==> config.mk <==
export PLATFORM = sky130hd
export DESIGN_NAME = lc_token_flat
export DESIGN_NICKNAME = d
export VERILOG_FILES = /design/src/lc_pkg.sv /design/src/lc_link_if.sv /design/src/lc_token.sv /design/src/flat_wrapper.sv
export SDC_FILE = /design/constraint.sdc
export NUM_CORES = 1
export LEC_CHECK = 0
export BUFFER_PORTS_ARGS = -buffer_cell sky130_fd_sc_hd__buf_2
export CAP_MARGIN = 25
export CORE_UTILIZATION = 40
export CTS_CLUSTER_DIAMETER = 100
export DETAILED_ROUTE_END_ITERATION = 7
export HOLD_SLACK_MARGIN = 0.12
export PLACE_DENSITY = 0.73
export SYNTH_ARGS = -nofsm -noshare
export SYNTH_HDL_FRONTEND = slang
export SYNTH_SLANG_ARGS = --single-unit
==> constraint.sdc <==
create_clock -name sys_clk -period 3.8 [get_ports sys_clk]
set_clock_uncertainty 0.05 [all_clocks]
set_input_delay 0 -clock sys_clk [delete_from_list [all_inputs] [get_ports sys_clk]]
set_output_delay 0 -clock sys_clk [all_outputs]
set_load 0.1 [all_outputs]
==> src/lc_pkg.sv <==
// Shared constants and check functions for the link check block
package lc_pkg;

  // ****************************************
  // Check generators
  // ****************************************
  // Reflected forms of x^8+x^5+x^4+1 and x^16+x^15+x^2+1, LSB-first shifting
  localparam logic [7:0] CRC8_POLY_REV = 8'h8c;
  localparam logic [15:0] CRC16_POLY_REV = 16'ha001;
  localparam logic [7:0] CRC8_CLEAR = 8'h00;
  localparam logic [15:0] CRC16_CLEAR = 16'h0000;

  // ****************************************
  // Command codes, offsets and counts
  // ****************************************
  localparam logic [7:0] CMD_WRITE_PAD = 8'h0f;
  localparam logic [7:0] CMD_READ_PAD = 8'haa;
  localparam logic [7:0] CMD_SIGNED_PAGE = 8'ha5;
  localparam logic [7:0] CMD_HASH = 8'h33;
  localparam logic [7:0] CMD_READ_ID = 8'h96;
  localparam logic [4:0] PAD_LAST_OFFSET = 5'h1f;
  localparam logic [2:0] ID_CHECK_INDEX = 3'h7;
  localparam logic [2:0] COUNTER_LAST_INDEX = 3'h7;
  localparam logic [2:0] CHECK_HIGH_INDEX = 3'h1;
  localparam logic [7:0] IDLE_READ_BYTE = 8'hff;
  localparam logic [7:0] CONCEAL_BYTE = 8'hff;

  // ****************************************
  // Byte-wise check updates
  // ****************************************
  // Shift one byte into the 8-bit check, least significant bit first
  function automatic logic [7:0] crc8_byte(input logic [7:0] c, input logic [7:0] d);
    logic [7:0] r;
    logic fb;
    r = c;
    for (int i = 0; i < 8; i++)
    begin
      fb = r[0] ^ d[i];
      r = r >> 1;
      if (fb)
        r = r ^ CRC8_POLY_REV;
    end
    return r;
  endfunction

  // Shift one byte into the 16-bit check, least significant bit first
  function automatic logic [15:0] crc16_byte(input logic [15:0] c, input logic [7:0] d);
    logic [15:0] r;
    logic fb;
    r = c;
    for (int i = 0; i < 8; i++)
    begin
      fb = r[0] ^ d[i];
      r = r >> 1;
      if (fb)
        r = r ^ CRC16_POLY_REV;
    end
    return r;
  endfunction

endpackage

==> src/lc_link_if.sv <==
// Byte-level link between bus master end and token end
`timescale 1ns/1ps
`default_nettype none

interface lc_link_if;
  logic bus_reset; // Master: frame abort, one-cycle pulse
  logic m2s_valid; // Master: byte written to token
  logic [7:0] m2s_byte; // Master: written byte
  logic rd_req; // Master: asks for one byte
  logic s2m_valid; // Token: answer to rd_req
  logic [7:0] s2m_byte; // Token: answered byte

  modport master (output bus_reset, output m2s_valid, output m2s_byte, output rd_req,
                  input s2m_valid, input s2m_byte);
  modport token (input bus_reset, input m2s_valid, input m2s_byte, input rd_req,
                 output s2m_valid, output s2m_byte);
endinterface

`default_nettype wire

==> src/lc_token.sv <==
// Token end: identity check for identity frames, frame check for pad, page and hash frames
`timescale 1ns/1ps
`default_nettype none

module lc_token (
  input wire logic sys_clk, // 200 MHz clock
  input wire logic resetn, // Async reset, active low
  lc_link_if.token lk, // Link to master
  input wire logic [55:0] id_serial, // Lower seven identity bytes
  input wire logic conceal_flag, // Pad contents hidden
  input wire logic [7:0] es_byte, // Ending/status byte
  input wire logic [7:0] sp_rdata, // Pad byte at sp_addr
  input wire logic [7:0] mem_rdata, // Page byte at mem_addr
  input wire logic [31:0] page_count, // Page write-cycle counter
  input wire logic [31:0] secret_count, // Secret write-cycle counter
  output var logic [4:0] sp_addr, // Pad offset being read
  output var logic sp_we, // Pad write strobe
  output var logic [4:0] sp_waddr, // Pad write offset
  output var logic [7:0] sp_wdata, // Pad write byte
  output var logic [15:0] mem_addr, // Page byte address
  output var logic hash_go, // Hash start pulse
  output var logic [7:0] hash_ctrl // Hash control byte
);

  // ****************************************
  // State and working registers
  // ****************************************
  typedef enum {
    ST_IDLE, ST_TA_LO, ST_TA_HI, ST_WR_DATA, ST_RD_ES, ST_RD_DATA,
    ST_PG_DATA, ST_PG_CNT, ST_HS_CTRL, ST_SEND_CRC, ST_ID_SEND, ST_DONE
  } lc_tok_state_e;

  lc_tok_state_e state;
  lc_tok_state_e next_state;
  logic [7:0] cmd;
  logic [2:0] cnt;
  logic [2:0] next_cnt;
  logic [4:0] next_idx;
  logic [15:0] crc16;
  logic [7:0] crc8;
  logic [7:0] tx_byte;
  logic feed16;
  logic [7:0] feed_byte;
  logic [63:0] id_word;
  logic [63:0] cnt_word;

  assign id_word = {8'h00, id_serial};
  assign cnt_word = {secret_count, page_count};

  // ****************************************
  // Frame sequencing
  // ****************************************
  // Next state, byte to answer and byte to feed
  always_comb
  begin
    next_state = state;
    next_cnt = cnt;
    next_idx = sp_addr;
    tx_byte = lc_pkg::IDLE_READ_BYTE;
    feed16 = 1'b0;
    feed_byte = 8'h00;
    case (state)
      ST_IDLE:
        if (lk.m2s_valid)
        begin
          next_cnt = 3'h0;
          if (lk.m2s_byte == lc_pkg::CMD_READ_ID)
            next_state = ST_ID_SEND;
          else if (lk.m2s_byte == lc_pkg::CMD_WRITE_PAD || lk.m2s_byte == lc_pkg::CMD_READ_PAD ||
                   lk.m2s_byte == lc_pkg::CMD_SIGNED_PAGE || lk.m2s_byte == lc_pkg::CMD_HASH)
            next_state = ST_TA_LO;
        end
      ST_TA_LO:
        if (lk.m2s_valid)
        begin
          feed16 = 1'b1;
          feed_byte = lk.m2s_byte;
          next_idx = lk.m2s_byte[4:0];
          next_state = ST_TA_HI;
        end
      ST_TA_HI:
        if (lk.m2s_valid)
        begin
          feed16 = 1'b1;
          feed_byte = lk.m2s_byte;
          case (cmd)
            lc_pkg::CMD_WRITE_PAD: next_state = ST_WR_DATA;
            lc_pkg::CMD_READ_PAD: next_state = ST_RD_ES;
            lc_pkg::CMD_SIGNED_PAGE: next_state = ST_PG_DATA;
            default: next_state = ST_HS_CTRL;
          endcase
        end
      ST_WR_DATA:
        if (lk.m2s_valid)
        begin
          feed16 = 1'b1;
          feed_byte = lk.m2s_byte;
          if (sp_addr == lc_pkg::PAD_LAST_OFFSET)
            next_state = ST_SEND_CRC;
          else
            next_idx = sp_addr + 5'h01;
        end
      ST_RD_ES:
        if (lk.rd_req)
        begin
          tx_byte = es_byte;
          feed16 = 1'b1;
          feed_byte = es_byte;
          next_state = ST_RD_DATA;
        end
      ST_RD_DATA:
        if (lk.rd_req)
        begin
          tx_byte = conceal_flag ? lc_pkg::CONCEAL_BYTE : sp_rdata;
          feed16 = 1'b1;
          feed_byte = tx_byte;
          if (sp_addr == lc_pkg::PAD_LAST_OFFSET)
            next_state = ST_SEND_CRC;
          else
            next_idx = sp_addr + 5'h01;
        end
      ST_PG_DATA:
        if (lk.rd_req)
        begin
          tx_byte = mem_rdata;
          feed16 = 1'b1;
          feed_byte = mem_rdata;
          if (sp_addr == lc_pkg::PAD_LAST_OFFSET)
            next_state = ST_PG_CNT;
          else
            next_idx = sp_addr + 5'h01;
        end
      ST_PG_CNT:
        if (lk.rd_req)
        begin
          tx_byte = cnt_word[{cnt, 3'b000} +: 8];
          feed16 = 1'b1;
          feed_byte = tx_byte;
          if (cnt == lc_pkg::COUNTER_LAST_INDEX)
          begin
            next_cnt = 3'h0;
            next_state = ST_SEND_CRC;
          end
          else
            next_cnt = cnt + 3'h1;
        end
      ST_HS_CTRL:
        if (lk.m2s_valid)
        begin
          feed16 = 1'b1;
          feed_byte = lk.m2s_byte;
          next_state = ST_SEND_CRC;
        end
      ST_SEND_CRC:
        if (lk.rd_req)
        begin
          tx_byte = cnt[0] ? ~crc16[15:8] : ~crc16[7:0];
          if (cnt == lc_pkg::CHECK_HIGH_INDEX)
            next_state = ST_DONE;
          else
            next_cnt = cnt + 3'h1;
        end
      ST_ID_SEND:
        if (lk.rd_req)
        begin
          tx_byte = (cnt == lc_pkg::ID_CHECK_INDEX) ? crc8 : id_word[{cnt, 3'b000} +: 8];
          if (cnt == lc_pkg::ID_CHECK_INDEX)
            next_state = ST_DONE;
          else
            next_cnt = cnt + 3'h1;
        end
      ST_DONE:
        next_state = ST_DONE;
      default:
        next_state = ST_IDLE;
    endcase
  end

  // State, counters and pad offset; bus reset aborts any frame
  always_ff @(posedge sys_clk or negedge resetn)
  begin
    if (!resetn)
    begin
      state <= ST_IDLE;
      cnt <= 3'h0;
      sp_addr <= 5'h00;
      cmd <= 8'h00;
    end
    else if (lk.bus_reset)
    begin
      state <= ST_IDLE;
      cnt <= 3'h0;
    end
    else
    begin
      state <= next_state;
      cnt <= next_cnt;
      sp_addr <= next_idx;
      if (state == ST_IDLE && lk.m2s_valid)
        cmd <= lk.m2s_byte;
    end
  end

  // ****************************************
  // Check generators
  // ****************************************
  // Frame check: cleared and loaded with the command in one step
  always_ff @(posedge sys_clk or negedge resetn)
  begin
    if (!resetn)
      crc16 <= lc_pkg::CRC16_CLEAR;
    else if (state == ST_IDLE && lk.m2s_valid)
      crc16 <= lc_pkg::crc16_byte(lc_pkg::CRC16_CLEAR, lk.m2s_byte);
    else if (feed16)
      crc16 <= lc_pkg::crc16_byte(crc16, feed_byte);
  end

  // Identity check over the seven lower bytes as they go out
  always_ff @(posedge sys_clk or negedge resetn)
  begin
    if (!resetn)
      crc8 <= lc_pkg::CRC8_CLEAR;
    else if (state == ST_IDLE)
      crc8 <= lc_pkg::CRC8_CLEAR;
    else if (state == ST_ID_SEND && lk.rd_req && cnt != lc_pkg::ID_CHECK_INDEX)
      crc8 <= lc_pkg::crc8_byte(crc8, tx_byte);
  end

  // ****************************************
  // Outputs
  // ****************************************
  // Answer every read request one cycle later
  always_ff @(posedge sys_clk or negedge resetn)
  begin
    if (!resetn)
    begin
      lk.s2m_valid <= 1'b0;
      lk.s2m_byte <= 8'h00;
    end
    else
    begin
      lk.s2m_valid <= lk.rd_req;
      lk.s2m_byte <= tx_byte;
    end
  end

  // Pad store, suppressed while concealed
  always_ff @(posedge sys_clk or negedge resetn)
  begin
    if (!resetn)
    begin
      sp_we <= 1'b0;
      sp_waddr <= 5'h00;
      sp_wdata <= 8'h00;
    end
    else
    begin
      sp_we <= state == ST_WR_DATA && lk.m2s_valid && !conceal_flag && !lk.bus_reset;
      sp_waddr <= sp_addr;
      sp_wdata <= lk.m2s_byte;
    end
  end

  // Page address follows the target address and each page byte read
  always_ff @(posedge sys_clk or negedge resetn)
  begin
    if (!resetn)
      mem_addr <= 16'h0000;
    else if (state == ST_TA_LO && lk.m2s_valid)
      mem_addr[7:0] <= lk.m2s_byte;
    else if (state == ST_TA_HI && lk.m2s_valid)
      mem_addr[15:8] <= lk.m2s_byte;
    else if (state == ST_PG_DATA && lk.rd_req)
      mem_addr <= mem_addr + 16'h0001;
  end

  // Hash start with its control byte
  always_ff @(posedge sys_clk or negedge resetn)
  begin
    if (!resetn)
    begin
      hash_go <= 1'b0;
      hash_ctrl <= 8'h00;
    end
    else
    begin
      hash_go <= state == ST_HS_CTRL && lk.m2s_valid && !lk.bus_reset;
      if (state == ST_HS_CTRL && lk.m2s_valid)
        hash_ctrl <= lk.m2s_byte;
    end
  end

endmodule

`default_nettype wire

==> src/flat_wrapper.sv <==
// flat-port wrapper written by rule: the top's interface ports become plain ports
module lc_token_flat 
  (sys_clk, resetn, id_serial, conceal_flag, es_byte, sp_rdata, mem_rdata, page_count, secret_count, sp_addr, sp_we, sp_waddr, sp_wdata, mem_addr, hash_go, hash_ctrl, lk_bus_reset, lk_m2s_valid, lk_m2s_byte, lk_rd_req, lk_s2m_valid, lk_s2m_byte);
  lc_link_if lk_i ();
  input wire logic sys_clk;
  input wire logic resetn;
  input wire logic [55:0] id_serial;
  input wire logic conceal_flag;
  input wire logic [7:0] es_byte;
  input wire logic [7:0] sp_rdata;
  input wire logic [7:0] mem_rdata;
  input wire logic [31:0] page_count;
  input wire logic [31:0] secret_count;
  output var logic [4:0] sp_addr;
  output var logic sp_we;
  output var logic [4:0] sp_waddr;
  output var logic [7:0] sp_wdata;
  output var logic [15:0] mem_addr;
  output var logic hash_go;
  output var logic [7:0] hash_ctrl;
  input wire logic [$bits(lk_i.bus_reset)-1:0] lk_bus_reset;
  input wire logic [$bits(lk_i.m2s_valid)-1:0] lk_m2s_valid;
  input wire logic [$bits(lk_i.m2s_byte)-1:0] lk_m2s_byte;
  input wire logic [$bits(lk_i.rd_req)-1:0] lk_rd_req;
  output wire logic [$bits(lk_i.s2m_valid)-1:0] lk_s2m_valid;
  output wire logic [$bits(lk_i.s2m_byte)-1:0] lk_s2m_byte;
  assign lk_i.bus_reset = lk_bus_reset;
  assign lk_i.m2s_valid = lk_m2s_valid;
  assign lk_i.m2s_byte = lk_m2s_byte;
  assign lk_i.rd_req = lk_rd_req;
  assign lk_s2m_valid = lk_i.s2m_valid;
  assign lk_s2m_byte = lk_i.s2m_byte;
  lc_token u_core (.sys_clk(sys_clk), .resetn(resetn), .lk(lk_i), .id_serial(id_serial), .conceal_flag(conceal_flag), .es_byte(es_byte), .sp_rdata(sp_rdata), .mem_rdata(mem_rdata), .page_count(page_count), .secret_count(secret_count), .sp_addr(sp_addr), .sp_we(sp_we), .sp_waddr(sp_waddr), .sp_wdata(sp_wdata), .mem_addr(mem_addr), .hash_go(hash_go), .hash_ctrl(hash_ctrl));
endmodule
==> flow_metrics.tcl <==
set metrics [dict create \
    layout_min_cycle_time_ns 3.40 \
    cts_buffer_depth 2 \
    cts.clk_slew.worst_paths_ns 0.08 \
    crit_end "u_core.crc16[14]$_DFFE_PN0P_" \
    numCtsBuffers 9 \
    post_cts_buffers 0 \
    power.leakage_nw 3.87 \
    synth_area_sq_um 7120 \
    setup_viol 0 \
    reg2reg_slack_ns 0.40 \
    vias 6961 \
    grt_max_degree 72 \
    worstHoldPathType "input pin to register" \
    ios 211 \
    cts_htree_levels 3 \
    worst_skew_pair.late_latency_ns 0.36 \
    ys_seq_area_frac 0.323 \
    drtPass1Iterations 5 \
    worst-setup-path-type "register to register" \
    clockRootBuffer "clkbuf_16" \
    antenna_found_initial 0 \
    setup_tns_ns 0 \
    r2r-end "u_core.crc16[14]$_DFFE_PN0P_" \
    worst_pin_slew_ns 1.02 \
    ys_ff_latch 92 \
    n_antenna_cell 0 \
    status "finished clean" \
    fmax_mhz 294 \
    maxCapViolCount 0 \
    start_kind "register" \
    ys.flop_type "dfrtp_1" \
    maxSlewViolCount 0 \
    post_dp_cell_area_sq_um 8390 \
    rows 48 \
    cp_data_arrival_time_ns 3.56 \
    antenna_left 0 \
    grt_use_total 0.253 \
    rsz0062_at_grt "false" \
    gpl.final_weighted_congestion 1.00 \
    chipHeight_um 135 \
    synth_cell_types 75 \
    drtIter0Drc 594 \
    die-area_sq_um 18300 \
    die_w_um 135 \
    synth_area_per_cell_sq_um 9.22 \
    grt_pass1_vias 6515 \
    core-area_sq_um 17400 \
    critPathCaptureType "register" \
    relSlewSlack 0.318 \
    cp_max_fo 11 \
    nNetsFinal 1162 \
    critPathRequiredTime_ns 3.96 \
    reg2reg_depth 9 \
    initial_core_util 0.410 \
    synthCells 772 \
    drt-total-wl_mm 22.8 \
    synth_edf_count 0 \
    fin_area_sq_um 8900 \
    grt_pass1_wl_mm 35.3 \
    cts_tree "yes" \
    grt-ovfl-total 0 \
    drc_errors 0 \
    drive_above_1_share 0.309 \
    fillers 1609 \
    syn2layout_area_growth_pct 25.0 \
    wl_per_cell_um 18.8 \
    fin_crit_sh 0.895 \
    clock_sinks 92 \
    async_flop_share 1.00 \
    vdd_drop_max_v 0.000726 \
    viasPerCell 5.73 \
    yosysWarnings 0 \
    final_hold_viol_count 0 \
    cellPowerDensity_nw_per_um2 767 \
    synth_nets 949 \
    hpwl_mm 17.4 \
    r2r_start "u_core.cnt[0]$_DFFE_PN0P_" \
    portBuffers 210 \
    cp-startpoint "u_core.cnt[0]$_DFFE_PN0P_" \
]
==> report_power, final <==
| group | leakage [nW] | switching [mW] | internal [mW] |
|---|---|---|---|
| sequential | 1.12 | 0.357 | 1.32 |
| clock | 0.160 | 0.436 | 0.590 |
| combinational | 2.59 | 2.84 | 1.28 |
| total | 3.87 | 3.63 | 3.19 |
==> cells in the mapped netlist, types with 7 or more instances <==
cell      instances  share of area
a31oi_1           7         0.0062
xor2_1           21          0.026
dfrtp_1          92           0.32
ha_1             19          0.033
o32ai_1           7         0.0086
nor2_1           56          0.030
clkbuf_1         30          0.016
a221oi_1         10          0.012
a22oi_1           9         0.0095
nand3_1          18          0.013
nand2_1          81          0.043
o21ai_0          63          0.044
mux2_2           13          0.021
o22ai_1           8         0.0070
mux4_2           18          0.057
xnor2_1          33          0.041
o21ai_1           7         0.0049
mux2i_1          38          0.053
buf_2            12         0.0084
a21oi_1          37          0.026
or3_1             7         0.0062
nand2b_1         13          0.011
inv_1            24          0.013
nor2b_1          13          0.011
and3_1            8         0.0070
nor3_1           13         0.0091
==> kinds of logic (layout without fill, tap and decap cells) <==
| family | Yosys count | in the layout | synth area share |
|---|---|---|---|
| compound gates | 208 | 208 | 0.192 |
| xor+xnor | 63 | 63 | 0.0914 |
| simple gates | 238 | 238 | 0.160 |
| flops | 92 | 92 | 0.323 |
| fa+ha+maj | 19 | 19 | 0.0334 |
| buf+inv | 78 | 296 | 0.0522 |
| mux | 74 | 74 | 0.147 |
==> cell usage in the layout (no fill, tap or decap), types with 18 or more instances in the layout <==
cell	instances
ha_1	19
xnor2_1	33
inv_1	24
nand3_1	18
nor2_1	56
nand2_1	81
buf_2	209
o21ai_0	63
mux4_2	18
mux2i_1	38
a21oi_1	37
dfrtp_1	90
dlygate4sd3_1	18
buf_4	29
xor2_1	21
==> per-layer routing <==
layer	global-route usage	share of wire	up-vias
li1	-	-	3253
met1	0.333	0.42	3297
met2	0.419	0.49	373
met3	0.0348	0.069	38
met4	0.100	0.027	0
met5	0	0	-
==> worst min path at each step <==
stage	start	to	slack (ns)	cells past startpoint
CTS	mem_rdata[3]	u_core.lk.s2m_byte[3]$_DFF_PN0_	0.13	4
detailed placement	resetn	u_core.crc16[12]$_DFFE_PN0P_	0.14	1
floorplan	resetn	u_core.cmd[0]$_DFFE_PN0P_	-0.35	0
finish	mem_rdata[3]	u_core.lk.s2m_byte[3]$_DFF_PN0_	0.14	4
global route	mem_rdata[3]	u_core.lk.s2m_byte[3]$_DFF_PN0_	0.17	4
global placement	resetn	u_core.crc16[10]$_DFFE_PN0P_	0.14	1
==> through the flow <==
stage	power [mW]	hold slack [ns]	util	setup slack, ns	cells
after global placement	5.70	0.143	0.483	0.511	1181
after CTS	6.83	0.127	0.513	0.396	1215
after floorplan	4.90	-0.346	-	0.701	772
final	6.82	0.140	0.513	0.400	1215
after global routing	7.19	0.168	0.513	0.189	1215
after detailed placement	5.76	0.142	0.483	0.464	1181
==> worst max-delay path, stage by stage, from the launching register on <==
cell and delay (ns):
dfrtp_2 0.54, mux4_1 0.58, nor2b_1 0.17, a221oi_1 0.08
a221o_1 0.35, xnor2_1 0.32, xnor3_1 0.53, xor2_1 0.30
mux2i_1 0.22, a22oi_1 0.11
==> timing repair <==
item / CTS / global route
endpoints found under the setup margin: 0 / 0
hold endpoints to repair: 122 / 0
resized for setup: 0 / 0
hold buffers: 18 / 0
==> cell type report <==
cell class,count,area [sq um],share of cell area
Multi-Input combinational cell,602,4450,0.500
Timing Repair Buffer,256,1440,0.162
Tap cell,225,282,0.0316
Inverter,24,90.1,0.0101
Clock inverter,7,108,0.0121
Clock buffer,9,225,0.0253
Sequential cell,92,2300,0.259
==> state kept, by name (all words and copies together), names as in the netlist, 8 cells and up <==
signal	cells
u_core.cmd	8
u_core.crc16	16
u_core.crc8	8
u_core.lk.s2m_byte	8
u_core.sp_wdata	8
u_core.hash_ctrl	8
u_core.mem_addr	16
(Power assumes the default switching activity.)
